### config.mk
export PLATFORM = sky130hd
export DESIGN_NAME = tvu_trap_vector
export DESIGN_NICKNAME = d
export VERILOG_FILES = /design/src/rtl/tvu_pkg.sv /design/src/rtl/tvu_sel_if.sv /design/src/rtl/tvu_hw_select.sv /design/src/rtl/tvu_trap_vector.sv
export SDC_FILE = /design/constraint.sdc
export NUM_CORES = 1
export LEC_CHECK = 0
export BUFFER_PORTS_ARGS = -buffer_cell sky130_fd_sc_hd__clkbuf_2
export CORE_MARGIN = 10
export CORE_UTILIZATION = 35
export DETAILED_ROUTE_END_ITERATION = 10
export GPL_TIMING_DRIVEN = 0
export PLACE_DENSITY_LB_ADDON = 0.25
export SYNTH_ARGS = -nofsm -noshare
export SYNTH_HDL_FRONTEND = slang
export SYNTH_SLANG_ARGS = --single-unit
### constraint.sdc
create_clock -name clk_i -period 3.9 [get_ports clk_i]
set_clock_uncertainty 0.05 [all_clocks]
set_input_delay 0.39 -clock clk_i [delete_from_list [all_inputs] [get_ports clk_i]]
set_output_delay 0.39 -clock clk_i [all_outputs]
set_load 0.05 [all_outputs]
### src/rtl/tvu_pkg.sv
// Function
// RULE1 - Every vector address is placed in the code segment held by the vector segment register.
// RULE2 - Adjacent vectors lie apart by the vector spacing field, four bytes by default.
// RULE3 - The eighteen serial channel requests map to trap numbers 0x50 to 0x61, one node each.
// RULE4 - System control request 1 maps to 0x6B, request 0 to 0x6C, flash 0x6D, clock 0x6E, subchannel end 0x6F.
// RULE5 - A hardware trap condition causes an immediate non-maskable branch to its own vector.
// RULE6 - Each hardware trap condition sets its own bit in the trap flag register.
// RULE7 - A hardware trap preempts running code unless a higher priority trap service is active; the code also waits while one of equal priority is in service.
// RULE8 - While a hardware trap is in service, standard interrupts and event controller transfers wait.
// RULE9 - Class A traps vector to 0x08, 0x10, 0x18 and 0x20 with priorities 02, 04, 06 and 08.
// RULE10 - All five class B conditions share vector 0x28 at priority 0x0A and keep separate flags.
// RULE11 - A software trap branches to trap number 0x00 to 0x7F in steps of four and keeps the CPU priority; the code takes any number in that range.
// RULE12 - Software may request an unassigned node by setting its request bit and it is then serviced.
// RULE13 - Reset has the highest precedence with vector offset 0x0000 and priority zero.
package tvu_pkg;

   // ----------------------------------------------------------------
   // Widths
   // ----------------------------------------------------------------
   localparam int HW_NUM      = 9;
   localparam int CLASS_A_NUM = 4;
   localparam int NODE_NUM    = 32;
   localparam int SERIAL_NUM  = 18;
   localparam int TRAP_W      = 7;
   localparam int PRIO_W      = 4;
   localparam int SEG_W       = 8;
   localparam int OFF_W       = 16;
   localparam int VSC_W       = 2;
   localparam int IST_W       = 3;

   // ----------------------------------------------------------------
   // Register offsets and fields
   // ----------------------------------------------------------------
   localparam logic [7:0] REG_VSEG  = 8'h00;
   localparam logic [7:0] REG_CFG   = 8'h04;
   localparam logic [7:0] REG_TFLAG = 8'h08;
   localparam logic [7:0] REG_NODE  = 8'h0c;
   localparam logic [7:0] REG_SVC   = 8'h10;
   localparam logic [7:0] REG_IST   = 8'h14;
   localparam logic [7:0] REG_IMASK = 8'h18;

   localparam int VSC_LSB       = 0;
   localparam int SVC_BUSY_BIT  = 0;
   localparam int SVC_PRIO_LSB  = 4;
   localparam int SVC_TRAP_LSB  = 8;
   localparam int IST_HW        = 0;
   localparam int IST_SW        = 1;
   localparam int IST_NODE      = 2;
   localparam int VEC_SHIFT_BASE = 2;

   // ----------------------------------------------------------------
   // Trap numbers
   // ----------------------------------------------------------------
   localparam logic [6:0] TRAP_RESET   = 7'h00;
   localparam logic [6:0] TRAP_SR0     = 7'h02;
   localparam logic [6:0] TRAP_STACK_OVERFLOW_FLAG   = 7'h04;
   localparam logic [6:0] TRAP_STACK_UNDERFLOW_FLAG   = 7'h06;
   localparam logic [6:0] TRAP_SBRK    = 7'h08;
   localparam logic [6:0] TRAP_CLASS_B = 7'h0a;
   localparam logic [6:0] NODE_BASE    = 7'h50;
   localparam logic [6:0] SERIAL_LAST  = 7'h61;
   localparam logic [6:0] TRAP_SCU1    = 7'h6b;
   localparam logic [6:0] TRAP_SUBCH   = 7'h6f;
   localparam int UNASSIGNED_NUM = int'(TRAP_SCU1) - int'(SERIAL_LAST) - 1;

   localparam logic [6:0] CLASS_A_TRAPS [CLASS_A_NUM] =
      '{TRAP_SR0, TRAP_STACK_OVERFLOW_FLAG, TRAP_STACK_UNDERFLOW_FLAG, TRAP_SBRK};

   typedef enum logic [1:0] {KIND_RESET, KIND_HW, KIND_SW, KIND_NODE} tvu_kind_type;

   function automatic logic [OFF_W-1:0] vec_offset(input logic [TRAP_W-1:0] trap,
                                                   input logic [VSC_W-1:0]  vsc);
      return OFF_W'(trap) << (VEC_SHIFT_BASE + int'(vsc));
   endfunction

endpackage

### src/rtl/tvu_sel_if.sv
`timescale 1ns/1ps
interface tvu_sel_if;
   logic [tvu_pkg::HW_NUM-1:0] pend;
   logic                       valid;
   logic [tvu_pkg::TRAP_W-1:0] trap;
   logic [tvu_pkg::PRIO_W-1:0] prio;

   modport arb  (input pend, output valid, output trap, output prio);
   modport user (output pend, input valid, input trap, input prio);
endinterface

### src/rtl/tvu_hw_select.sv
`timescale 1ns/1ps
module tvu_hw_select
(
   tvu_sel_if.arb sel
);

   // ----------------------------------------------------------------
   // Hardware trap selection
   // ----------------------------------------------------------------
   // The trap priority equals the low bits of the trap number, so a
   // lower number always wins and class B sits below all of class A.
   always_comb
   begin
      sel.valid = |sel.pend;
      sel.trap  = tvu_pkg::TRAP_CLASS_B;                           // RULE10
      for (int i = tvu_pkg::CLASS_A_NUM - 1; i >= 0; i--)
      begin
         if (sel.pend[i])
         begin
            sel.trap = tvu_pkg::CLASS_A_TRAPS[i];                  // RULE9
         end
      end
      sel.prio = sel.trap[tvu_pkg::PRIO_W-1:0];
   end

endmodule

### src/rtl/tvu_trap_vector.sv
// Our own choices: the Wishbone interface to the registers and the address map.
`timescale 1ns/1ps
module tvu_trap_vector
(
   input  wire logic                         clk_i,
   input  wire logic                         rst_i,
   input  wire logic                         wb_cyc_i,
   input  wire logic                         wb_stb_i,
   input  wire logic                         wb_we_i,
   input  wire logic [7:0]                   wb_adr_i,
   input  wire logic [3:0]                   wb_sel_i,
   input  wire logic [31:0]                  wb_dat_i,
   output logic      [31:0]                  wb_dat_o,
   output logic                              wb_ack_o,
   output logic                              irq_o,
   input  wire logic [tvu_pkg::HW_NUM-1:0]   hw_cond_i,
   input  wire logic                         sw_trap_i,
   input  wire logic [tvu_pkg::TRAP_W-1:0]   sw_trap_num_i,
   input  wire logic [tvu_pkg::PRIO_W-1:0]   cpu_prio_i,
   input  wire logic                         cpu_int_ready_i,
   input  wire logic                         trap_return_i,
   input  wire logic [tvu_pkg::SERIAL_NUM-1:0] serial_req_i,
   input  wire logic [1:0]                   scu_req_i,
   input  wire logic                         flash_req_i,
   input  wire logic                         rtc_req_i,
   input  wire logic                         subch_end_req_i,
   output logic                              branch_valid_o,
   output logic      [23:0]                  branch_addr_o,
   output logic      [tvu_pkg::TRAP_W-1:0]   branch_trap_o,
   output logic      [tvu_pkg::PRIO_W-1:0]   branch_prio_o,
   output logic      [1:0]                   branch_kind_o,
   output logic                              event_ctrl_enable_o
);

   // ----------------------------------------------------------------
   // State
   // ----------------------------------------------------------------
   typedef struct packed {
      logic                         ack;
      logic [31:0]                  dat;
      logic [tvu_pkg::SEG_W-1:0]    vseg;
      logic [tvu_pkg::VSC_W-1:0]    vsc;
      logic [tvu_pkg::HW_NUM-1:0]   tflag;
      logic [tvu_pkg::HW_NUM-1:0]   hpend;
      logic [tvu_pkg::NODE_NUM-1:0] npend;
      logic                         swp;
      logic [tvu_pkg::TRAP_W-1:0]   swnum;
      logic                         rst_done;
      logic                         busy;
      logic [tvu_pkg::PRIO_W-1:0]   cprio;
      logic [tvu_pkg::TRAP_W-1:0]   last;
      logic [tvu_pkg::IST_W-1:0]    ists;
      logic [tvu_pkg::IST_W-1:0]    imask;
      logic                         irq;
      logic                         bv;
      logic [23:0]                  baddr;
      logic [tvu_pkg::TRAP_W-1:0]   class_b_vector;
      logic [tvu_pkg::PRIO_W-1:0]   bprio;
      tvu_pkg::tvu_kind_type        bkind;
      logic                         ectl;
   } tvu_state_type;

   tvu_state_type                    state_reg;
   tvu_state_type                    state_next;
   logic [tvu_pkg::NODE_NUM-1:0]     node_req;
   tvu_sel_if                        sel_bus ();

   function automatic logic [31:0] byte_mask(input logic [3:0] sel);
      logic [31:0] m;
      m = '0;
      for (int b = 0; b < 4; b++)
      begin
         m[b*8 +: 8] = {8{sel[b]}};
      end
      return m;
   endfunction

   function automatic logic [4:0] first_node(input logic [tvu_pkg::NODE_NUM-1:0] v);
      logic [4:0] idx;
      idx = '0;
      for (int i = tvu_pkg::NODE_NUM - 1; i >= 0; i--)
      begin
         if (v[i])
         begin
            idx = 5'(i);
         end
      end
      return idx;
   endfunction

   // ----------------------------------------------------------------
   // Node request map
   // ----------------------------------------------------------------
   // Unassigned nodes have no hardware source; only software sets them.
   assign node_req = {subch_end_req_i, rtc_req_i, flash_req_i,             // RULE4
                      scu_req_i[0], scu_req_i[1],                          // RULE4
                      {tvu_pkg::UNASSIGNED_NUM{1'b0}},
                      serial_req_i};                                       // RULE3

   assign sel_bus.pend = state_reg.hpend | hw_cond_i;

   tvu_hw_select u_sel
   (
      .sel (sel_bus)
   );

   // ----------------------------------------------------------------
   // Next state
   // ----------------------------------------------------------------
   always_comb
   begin
      logic                         acc;
      logic [31:0]                  wm;
      logic [31:0]                  rd;
      logic [tvu_pkg::HW_NUM-1:0]   hclr;
      logic [tvu_pkg::NODE_NUM-1:0] nclr;
      logic [tvu_pkg::NODE_NUM-1:0] nset;
      logic [4:0]                   nidx;
      logic                         hw_ok;
      logic [tvu_pkg::TRAP_W-1:0]   tnum;

      state_next = state_reg;
      acc        = wb_cyc_i && wb_stb_i && state_reg.ack;
      wm         = byte_mask(wb_sel_i);
      rd         = '0;
      hclr       = '0;
      nclr       = '0;
      nset       = '0;
      nidx       = first_node(state_reg.npend);
      tnum       = '0;
      hw_ok      = 1'b0;

      // Registered ack: the access completes at the edge where ack is seen.
      state_next.ack = wb_cyc_i && wb_stb_i && !state_reg.ack;
      case ({wb_adr_i[7:2], 2'b00})
         tvu_pkg::REG_VSEG:  rd[tvu_pkg::SEG_W-1:0] = state_reg.vseg;
         tvu_pkg::REG_CFG:   rd[tvu_pkg::VSC_LSB +: tvu_pkg::VSC_W] = state_reg.vsc;
         tvu_pkg::REG_TFLAG: rd[tvu_pkg::HW_NUM-1:0] = state_reg.tflag;
         tvu_pkg::REG_NODE:  rd = state_reg.npend;
         tvu_pkg::REG_SVC:
         begin
            rd[tvu_pkg::SVC_BUSY_BIT]                   = state_reg.busy;
            rd[tvu_pkg::SVC_PRIO_LSB +: tvu_pkg::PRIO_W] = state_reg.cprio;
            rd[tvu_pkg::SVC_TRAP_LSB +: tvu_pkg::TRAP_W] = state_reg.last;
         end
         tvu_pkg::REG_IST:   rd[tvu_pkg::IST_W-1:0] = state_reg.ists;
         tvu_pkg::REG_IMASK: rd[tvu_pkg::IST_W-1:0] = state_reg.imask;
         default:            rd = '0;
      endcase
      state_next.dat = state_next.ack ? rd : '0;

      if (acc && wb_we_i)
      begin
         case ({wb_adr_i[7:2], 2'b00})
            tvu_pkg::REG_VSEG:
               state_next.vseg = (state_reg.vseg & ~wm[tvu_pkg::SEG_W-1:0])
                               | (wb_dat_i[tvu_pkg::SEG_W-1:0] & wm[tvu_pkg::SEG_W-1:0]);
            tvu_pkg::REG_CFG:
               state_next.vsc = (state_reg.vsc & ~wm[tvu_pkg::VSC_LSB +: tvu_pkg::VSC_W])
                  | (wb_dat_i[tvu_pkg::VSC_LSB +: tvu_pkg::VSC_W]
                     & wm[tvu_pkg::VSC_LSB +: tvu_pkg::VSC_W]);
            tvu_pkg::REG_TFLAG:
               state_next.tflag = state_reg.tflag
                                & ~(wb_dat_i[tvu_pkg::HW_NUM-1:0] & wm[tvu_pkg::HW_NUM-1:0]);
            tvu_pkg::REG_NODE:
               nset = wb_dat_i & wm;                                       // RULE12
            tvu_pkg::REG_IMASK:
               state_next.imask = (state_reg.imask & ~wm[tvu_pkg::IST_W-1:0])
                                | (wb_dat_i[tvu_pkg::IST_W-1:0] & wm[tvu_pkg::IST_W-1:0]);
            default:
            begin
            end
         endcase
      end

      // Only the bits that were actually returned are cleared by the read.
      if (acc && !wb_we_i && ({wb_adr_i[7:2], 2'b00} == tvu_pkg::REG_IST))
      begin
         state_next.ists = state_reg.ists & ~state_reg.dat[tvu_pkg::IST_W-1:0];
      end

      state_next.tflag = state_next.tflag | hw_cond_i;                     // RULE6

      if (trap_return_i)
      begin
         state_next.busy  = 1'b0;
         state_next.cprio = '0;
      end

      // -------------------------------------------------------------
      // Branch arbitration: reset, hardware, software, node.
      // -------------------------------------------------------------
      hw_ok = sel_bus.valid && (!state_reg.busy || (sel_bus.prio < state_reg.cprio)); // RULE7
      state_next.bv = 1'b0;
      if (!state_reg.rst_done)
      begin
         state_next.rst_done = 1'b1;                                       // RULE13
         state_next.bv       = 1'b1;
         state_next.bkind    = tvu_pkg::KIND_RESET;
         tnum                = tvu_pkg::TRAP_RESET;
         state_next.bprio    = '0;
      end
      else if (hw_ok)
      begin
         state_next.bv    = 1'b1;                                          // RULE5
         state_next.bkind = tvu_pkg::KIND_HW;
         tnum             = sel_bus.trap;
         state_next.bprio = sel_bus.prio;
         state_next.busy  = 1'b1;
         state_next.cprio = sel_bus.prio;
         state_next.ists[tvu_pkg::IST_HW] = 1'b1;
         if (sel_bus.trap == tvu_pkg::TRAP_CLASS_B)
         begin
            hclr[tvu_pkg::HW_NUM-1:tvu_pkg::CLASS_A_NUM] = '1;           // RULE10
         end
         else
         begin
            hclr = sel_bus.pend & ~(sel_bus.pend - 1'b1);
         end
      end
      else if (state_reg.swp)
      begin
         state_next.bv    = 1'b1;
         state_next.bkind = tvu_pkg::KIND_SW;
         tnum             = state_reg.swnum;                               // RULE11
         state_next.bprio = cpu_prio_i;                                    // RULE11
         state_next.swp   = 1'b0;
         state_next.ists[tvu_pkg::IST_SW] = 1'b1;
      end
      else if ((|state_reg.npend) && cpu_int_ready_i && !state_reg.busy) // RULE8
      begin
         state_next.bv    = 1'b1;
         state_next.bkind = tvu_pkg::KIND_NODE;
         tnum             = tvu_pkg::NODE_BASE + tvu_pkg::TRAP_W'(nidx);   // RULE3
         state_next.bprio = cpu_prio_i;
         nclr[nidx]       = 1'b1;
         state_next.ists[tvu_pkg::IST_NODE] = 1'b1;
      end

      if (state_next.bv)
      begin
         state_next.class_b_vector = tnum;
         state_next.last  = tnum;
         state_next.baddr = {state_reg.vseg,                               // RULE1
                             tvu_pkg::vec_offset(tnum, state_reg.vsc)};    // RULE2
      end

      // A new node or software request in the cycle its pending bit is taken is kept; a hardware one is cleared with it.
      state_next.hpend = (state_reg.hpend | hw_cond_i) & ~hclr;
      state_next.npend = (state_reg.npend & ~nclr) | node_req | nset;
      if (sw_trap_i)
      begin
         state_next.swp   = 1'b1;
         state_next.swnum = sw_trap_num_i;
      end
      state_next.ectl = !state_next.busy;                                  // RULE8
      state_next.irq  = |(state_next.ists & state_next.imask);
   end

   always_ff @(posedge clk_i)
   begin
      if (rst_i)
      begin
         state_reg <= '0;
      end
      else
      begin
         state_reg <= state_next;
      end
   end

   // ----------------------------------------------------------------
   // Outputs
   // ----------------------------------------------------------------
   assign wb_ack_o            = state_reg.ack;
   assign wb_dat_o            = state_reg.dat;
   assign irq_o               = state_reg.irq;
   assign branch_valid_o      = state_reg.bv;
   assign branch_addr_o       = state_reg.baddr;
   assign branch_trap_o       = state_reg.class_b_vector;
   assign branch_prio_o       = state_reg.bprio;
   assign branch_kind_o       = state_reg.bkind;
   assign event_ctrl_enable_o = state_reg.ectl;
endmodule

# After elaboration in Yosys (flattened, before gate mapping)
# Index checks and enable logic that the tools add are counted.
dict set report totals {
  out_inout_bits 73
  inputBits 95
  ff_bits 153
  elab_cells 186
}
dict set report op_classes {
  n_mux 87
  order_cmp 3
  shift 1
  reduce_logical 29
  bitwise_logic 32
  add_sub_neg 3
  eq_ne 8
}
# op n
set ops {}
lappend ops {{32-bit two-way mux} 6}
lappend ops {{5-bit two-way mux} 36}
lappend ops {{32-bit bitwise AND} 2}
lappend ops {{32-bit bitwise OR} 2}
lappend ops {{59-bit two-way mux} 1}
lappend ops {{9-bit bitwise AND} 4}
lappend ops {{9-bit two-way mux} 4}
lappend ops {{7-bit two-way mux} 5}
lappend ops {{32-bit NOT} 1}
lappend ops {{32-bit OR reduction} 1}
lappend ops {{31-bit two-way mux} 1}
lappend ops {{9-bit NOT} 3}
lappend ops {{6-bit two-way mux} 4}
lappend ops {{6-bit by 3-bit equality test with 1-bit output (second input constant)} 3}
lappend ops {{9-bit bitwise OR} 2}
lappend ops {{8-bit bitwise AND} 2}
lappend ops {{4-bit two-way mux} 4}
lappend ops {{4-bit one-hot mux with 4 select lines} 1}
lappend ops {{7-bit by 3-bit << shifter with 16-bit output} 1}
lappend ops {{3-bit bitwise AND} 4}
lappend ops {{6-bit by 2-bit equality test with 1-bit output (second input constant)} 2}
lappend ops {{3-bit two-way mux} 4}
lappend ops {{6-bit one-hot mux with 2 select lines} 1}
lappend ops {{1-bit two-way mux} 11}
lappend ops {{34 further kinds} 58}

# Logic depth before layout (Yosys ltp)
dict set report logic_depth {
  word_depth 44
  mapped_depth 14
  ltp_nobuf 12
}

# By module
# Synthesis repeated with hierarchy kept, for this count alone.
dict set report unflattened {
  cells_unflattened 864
  area_unflattened_um2 7239.4
}
# mod cells_each seq_area_each_um2 instances area_each_um2
set by_module_without_submodules {}
lappend by_module_without_submodules {tvu_trap_vector 847 3022.9 1 7123.1}
lappend by_module_without_submodules {tvu_hw_select 17 0.0 1 116.4}

# Least setup slack after synthesis
# Ideal clock, no wire load.
dict set report synth_timing {
  path_kind {input-to-reg}
  startpoint {in hw_cond_i[0] (netlist name)}
  endpoint {reg state_reg[75] (netlist name)}
  setup_slack_ns 1.164
  setup_ns 0.138
  path_buffers 2
  t_required_ns 3.712
  path_stages 13
  t_arrival_ns 2.549
  cell_sequence {nor2_1 > nand2_1 > ha_1 > nor2b_1 > o21ai_0 > a21oi_1 > or2_1 > buf_2 > and2_1 > buf_6 > nand2_1 > nor3_1 > a311oi_1}
}
dict set report synth_via {
  elab_chain_len 11
  word_cells_on_any_way 12
  cone_classes {order compare (1); mux (3); bitwise (5); reduce/logical (3)}
}
# element line_no
set synth_rtl {}
lappend synth_rtl {{start, declared} tvu_trap_vector.sv:16} ;# input wire logic [tvu_pkg::HW_NUM-1:0] hw_cond_i,
lappend synth_rtl {{9-bit bitwise OR *} tvu_trap_vector.sv:100} ;# assign sel_bus.pend = state_reg.hpend | hw_cond_i;
lappend synth_rtl {{4-bit two-way mux} tvu_hw_select.sv:18} ;# if (sel.pend[i])
lappend synth_rtl {{4-bit < comparator} tvu_trap_vector.sv:193} ;# hw_ok = sel_bus.valid && (!state_reg.busy || (sel_bus.prio < state_reg.cprio));
lappend synth_rtl {{1-bit logical OR} tvu_trap_vector.sv:193}
lappend synth_rtl {{1-bit logical AND *} tvu_trap_vector.sv:193}
lappend synth_rtl {{32-bit two-way mux *} tvu_trap_vector.sv:203} ;# else if (hw_ok)
lappend synth_rtl {{32-bit two-way mux *} tvu_trap_vector.sv:195} ;# if (!state_reg.rst_done)
lappend synth_rtl {{32-bit NOT *} tvu_trap_vector.sv:250} ;# state_next.npend = (state_reg.npend & ~nclr) | node_req | nset;
lappend synth_rtl {{32-bit bitwise AND *} tvu_trap_vector.sv:250}
lappend synth_rtl {{32-bit bitwise OR * (2 in series)} tvu_trap_vector.sv:250}
lappend synth_rtl {{end signal, assigned} tvu_trap_vector.sv:268} ;# state_reg <= state_next;
lappend synth_rtl {{end, declared} tvu_trap_vector.sv:63} ;# tvu_state_type state_reg;
# Mark *: on every way between the ends. The rest lies on a longest branch, timed or not.
# A chain may end at the register's enable or synchronous reset.

# Worst setup path in the final report
dict set report layout_timing {
  startpoint {reg state_reg[99] (netlist name)}
  endpoint {reg state_reg[67] (netlist name)}
}
dict set report layout_via {
  elab_chain_len 11
  word_cells_on_any_way 12
  cone_classes {order compare (1); mux (3); bitwise (5); reduce/logical (3)}
}
# element line_no
set layout_rtl {}
lappend layout_rtl {{9-bit bitwise OR *} tvu_trap_vector.sv:100}
lappend layout_rtl {{4-bit two-way mux} tvu_hw_select.sv:18}
lappend layout_rtl {{4-bit < comparator} tvu_trap_vector.sv:193}
lappend layout_rtl {{1-bit logical OR} tvu_trap_vector.sv:193}
lappend layout_rtl {{1-bit logical AND *} tvu_trap_vector.sv:193}
lappend layout_rtl {{32-bit two-way mux *} tvu_trap_vector.sv:203}
lappend layout_rtl {{32-bit two-way mux *} tvu_trap_vector.sv:195}
lappend layout_rtl {{32-bit NOT *} tvu_trap_vector.sv:250}
lappend layout_rtl {{32-bit bitwise AND *} tvu_trap_vector.sv:250}
lappend layout_rtl {{32-bit bitwise OR * (2 in series)} tvu_trap_vector.sv:250}
# Marked as above.

==> impl_metrics.env <==
export IMPL_crit_fanout=8
export IMPL_status="complete, no violations"
export IMPL_avgSynthCellArea_um2=8.36
export IMPL_gp_congestion=0.942
export IMPL_p_leak_nw=3.75
export IMPL_place_hpwl_mm=19.0
export IMPL_wl_per_cell_um=18.8
export IMPL_worstPathArrival_ns=3.76
export IMPL_critical_path_required_ns=4.15
export IMPL_dr_pass1_iters=7
export IMPL_drv_slew=0
export IMPL_critical_path_class="flip-flop to flip-flop"
export IMPL_synth_flop_cell="dfxtp_1"
export IMPL_coreArea_um2=19700
export IMPL_swShare_pct=25.6
export IMPL_max_slew_margin_pct=42.3
export IMPL_drv_cap=0
export IMPL_clockBufferDepth=2
export IMPL_yosys_warnings=0
export IMPL_crit_chain="nor2_1 -> nand2_1 -> ha_1 -> nor2b_1 -> o21ai_0 -> a21oi_1 -> o21ai_1 -> nor3_1 -> nand2_1 -> a221oi_1 -> nor2_1"
export IMPL_p_per_area_nw_per_um2=438
export IMPL_cts_tree="yes"
export IMPL_die_area_um2=26300
export IMPL_via_per_inst=5.19
export IMPL_root_buffer="clkbuf_16"
export IMPL_pwr_share_clk_pct=46.4
export IMPL_path_clk_slew_ns=0.06
export IMPL_antenna_found_initial=1
export IMPL_postCtsResizedCells=0
export IMPL_hold_violations=0
export IMPL_tns_ns=0
export IMPL_fin_hold_ws_ns=0.127
export IMPL_cts_inserted_buffers=17
export IMPL_p_switching_uw=993
export IMPL_max_stage_delay_ns=0.66
export IMPL_rows=51
export IMPL_htreeDepth=4
export IMPL_drt_iter0_markers=562
export IMPL_grt_max_degree=17
export IMPL_setup_viol_count_final=0
export IMPL_io_pins=168
export IMPL_end_kind="flip-flop"
export IMPL_wirelength_mm=24.6
export IMPL_filler_cell_count=2043
export IMPL_die_w_um=162
export IMPL_startpoint_type="flip-flop"
export IMPL_cp_num_buf_inv=0
export IMPL_cts_setup_buffers=0
export IMPL_areaGrowthSynthToFinish_pct=25.2
export IMPL_min_path_type="primary input to flip-flop"
export IMPL_cts_hold_buf=0
export IMPL_tightest_slew_ns=0.860
export IMPL_synthCells=845
export IMPL_grt_pass1_wl_mm=37.2
export IMPL_die_h_um=162
export IMPL_drc=0
export IMPL_overflow=0
export IMPL_final_layout_size_suffix_gt1_share_pct=28.1
export IMPL_netlist_area_um2=7070
export IMPL_fmax_mhz=285
export IMPL_grt_use_total_pct=18.2
export IMPL_async_flop_share_pct=0
export IMPL_clk_latency_ns=0.44
export IMPL_crit_family="simple AND/OR/NAND/NOR gates"
export IMPL_synth_enable_flop_cells=0
export IMPL_peakVddDrop_mv=0.346
export IMPL_final_antenna_net_count=0
export IMPL_pwr_share_seq_pct=42.4
export IMPL_post_route_min_period_ns=3.51
export IMPL_largest_register_ffs=70
export IMPL_p_int_mw=2.88
export IMPL_vias=6767
export IMPL_start_util_pct=35.9
export IMPL_seq_area_frac_synth_pct=42.8
export IMPL_io_buffer_count=161
export IMPL_clock_sinks=151
export IMPL_rsz0062_at_grt="no"
export IMPL_critPathSlowestCell="nor3_1"
export IMPL_layout_nets=1124
export IMPL_ys_types=69
export IMPL_ys_seq_elements=151
export IMPL_post_route_period_util_pct=89.9
export IMPL_first_global_vias=6540
export IMPL_combPwrFrac_pct=11.1
[synthesized netlist by cell type, types with 5 or more instances]
cell type | number | share of area (%)
dfxtp_1 | 151 | 43
and3_1 | 5 | 0.44
clkbuf_1 | 28 | 1.5
nand3_1 | 21 | 1.5
nand2b_1 | 7 | 0.62
nand2_1 | 79 | 4.2
o31ai_1 | 7 | 0.74
mux2i_1 | 19 | 2.7
a21oi_1 | 93 | 6.6
and2_1 | 24 | 2.1
a311oi_1 | 7 | 0.87
nor4_1 | 9 | 0.80
o22ai_1 | 5 | 0.44
a22oi_1 | 19 | 2.0
nor2b_1 | 6 | 0.53
o21ai_0 | 26 | 1.8
nor2_1 | 113 | 6.0
nor3_1 | 24 | 1.7
inv_1 | 20 | 1.1
a221oi_1 | 8 | 0.99
a211oi_1 | 13 | 1.4
buf_6 | 5 | 0.80
buf_4 | 71 | 7.5
[power by group through the flow]
stage / clock (mW) / combinational [mW] / sequential, mW
floorplan: 0 / 0.271 / 1.66
global placement: 0 / 0.420 / 1.67
detailed placement: 0 / 0.424 / 1.68
CTS: 1.82 / 0.427 / 1.64
global route: 1.89 / 0.468 / 1.65
finish: 1.80 / 0.431 / 1.64
[per-stage QoR]
stage / power [mW] / util (%) / instance area [um^2] / std cells / setup WS [ns]
final: 3.87 / 45.0 / 8850 / 1305 / 0.394
after global routing: 4.00 / 45.0 / 8850 / 1305 / 0.0691
after CTS: 3.88 / 45.0 / 8840 / 1304 / 0.473
after detailed placement: 2.10 / 41.8 / 8210 / 1272 / 0.246
after global placement: 2.10 / 41.8 / 8210 / 1272 / 0.291
after floorplan: 1.93 / - / 7070 / 846 / 1.16
[cell type report]
class	instances	area (um^2)	share of cell area, %
Antenna cell	1	2.50	0.0283
Clock buffer	19	433	4.89
Sequential cell	151	3020	34.2
Clock inverter	13	204	2.31
Inverter	20	75.1	0.849
Timing Repair Buffer	161	806	9.11
Multi-Input combinational cell	563	3240	36.6
Tap cell	265	332	3.75
Buffer	112	736	8.32
[placed cells by master (no fill, tap or decap), types with 6 or more instances in the layout]
cell type and count:
and2_1 24, a211oi_1 13, nand2b_1 7, nand2_1 79, clkbuf_2 161, o31ai_1 7, a22oi_1 19, a221oi_1 8
inv_1 20, nand3_1 21, clkbuf_1 30, nor3_1 24, o21ai_0 26, nor2_1 113, clkbuf_16 17, a311oi_1 7
a21oi_1 93, nor4_1 9, dfxtp_1 151, mux2i_1 19, nor2b_1 6, buf_4 71
[kinds of logic (layout without fill, tap and decap cells)]
kind of cell	count (synthesis)	count (layout)	share of synthesized area, %
compound gates	220	220	20.0
xor+xnor	1	1	0.124
fa+ha+maj	3	3	0.531
buf+inv	132	325	11.5
flops	151	151	42.8
mux	23	23	3.65
other cells	1	3	0.0531
simple gates	314	314	21.4
[worst min-delay path, stage by stage]
cell and delay (ns):
clkbuf_2 0.09, a21oi_1 0.04, nor2_1 0.07
[worst paths after layout]
kind / slack [ns] / cells past startpoint / from / to
setup / recovery: 0.39 / 11 / state_reg[99]$_SDFF_PP0_ / state_reg[67]$_SDFF_PP0_
hold / removal: 0.13 / 3 / hw_cond_i[4] / state_reg[112]$_SDFF_PP0_
setup reg to reg: 0.39 / 11 / state_reg[99]$_SDFF_PP0_ / state_reg[67]$_SDFF_PP0_
hold reg to reg: 0.41 / 2 / branch_addr_o[23]$_SDFFE_PP0P_ / branch_addr_o[23]$_SDFFE_PP0P_
[routing by layer]
| layer | routed length [um] | global-route usage [%] | up-vias |
|---|---|---|---|
| li1 | - | - | 3290 |
| met1 | 10400 | 21.8 | 3187 |
| met4 | 586 | 6.08 | 0 |
| met5 | 0 | 0 | - |
| met3 | 1870 | 5.86 | 36 |
| met2 | 11700 | 30.1 | 254 |
(Power assumes the default switching activity.)
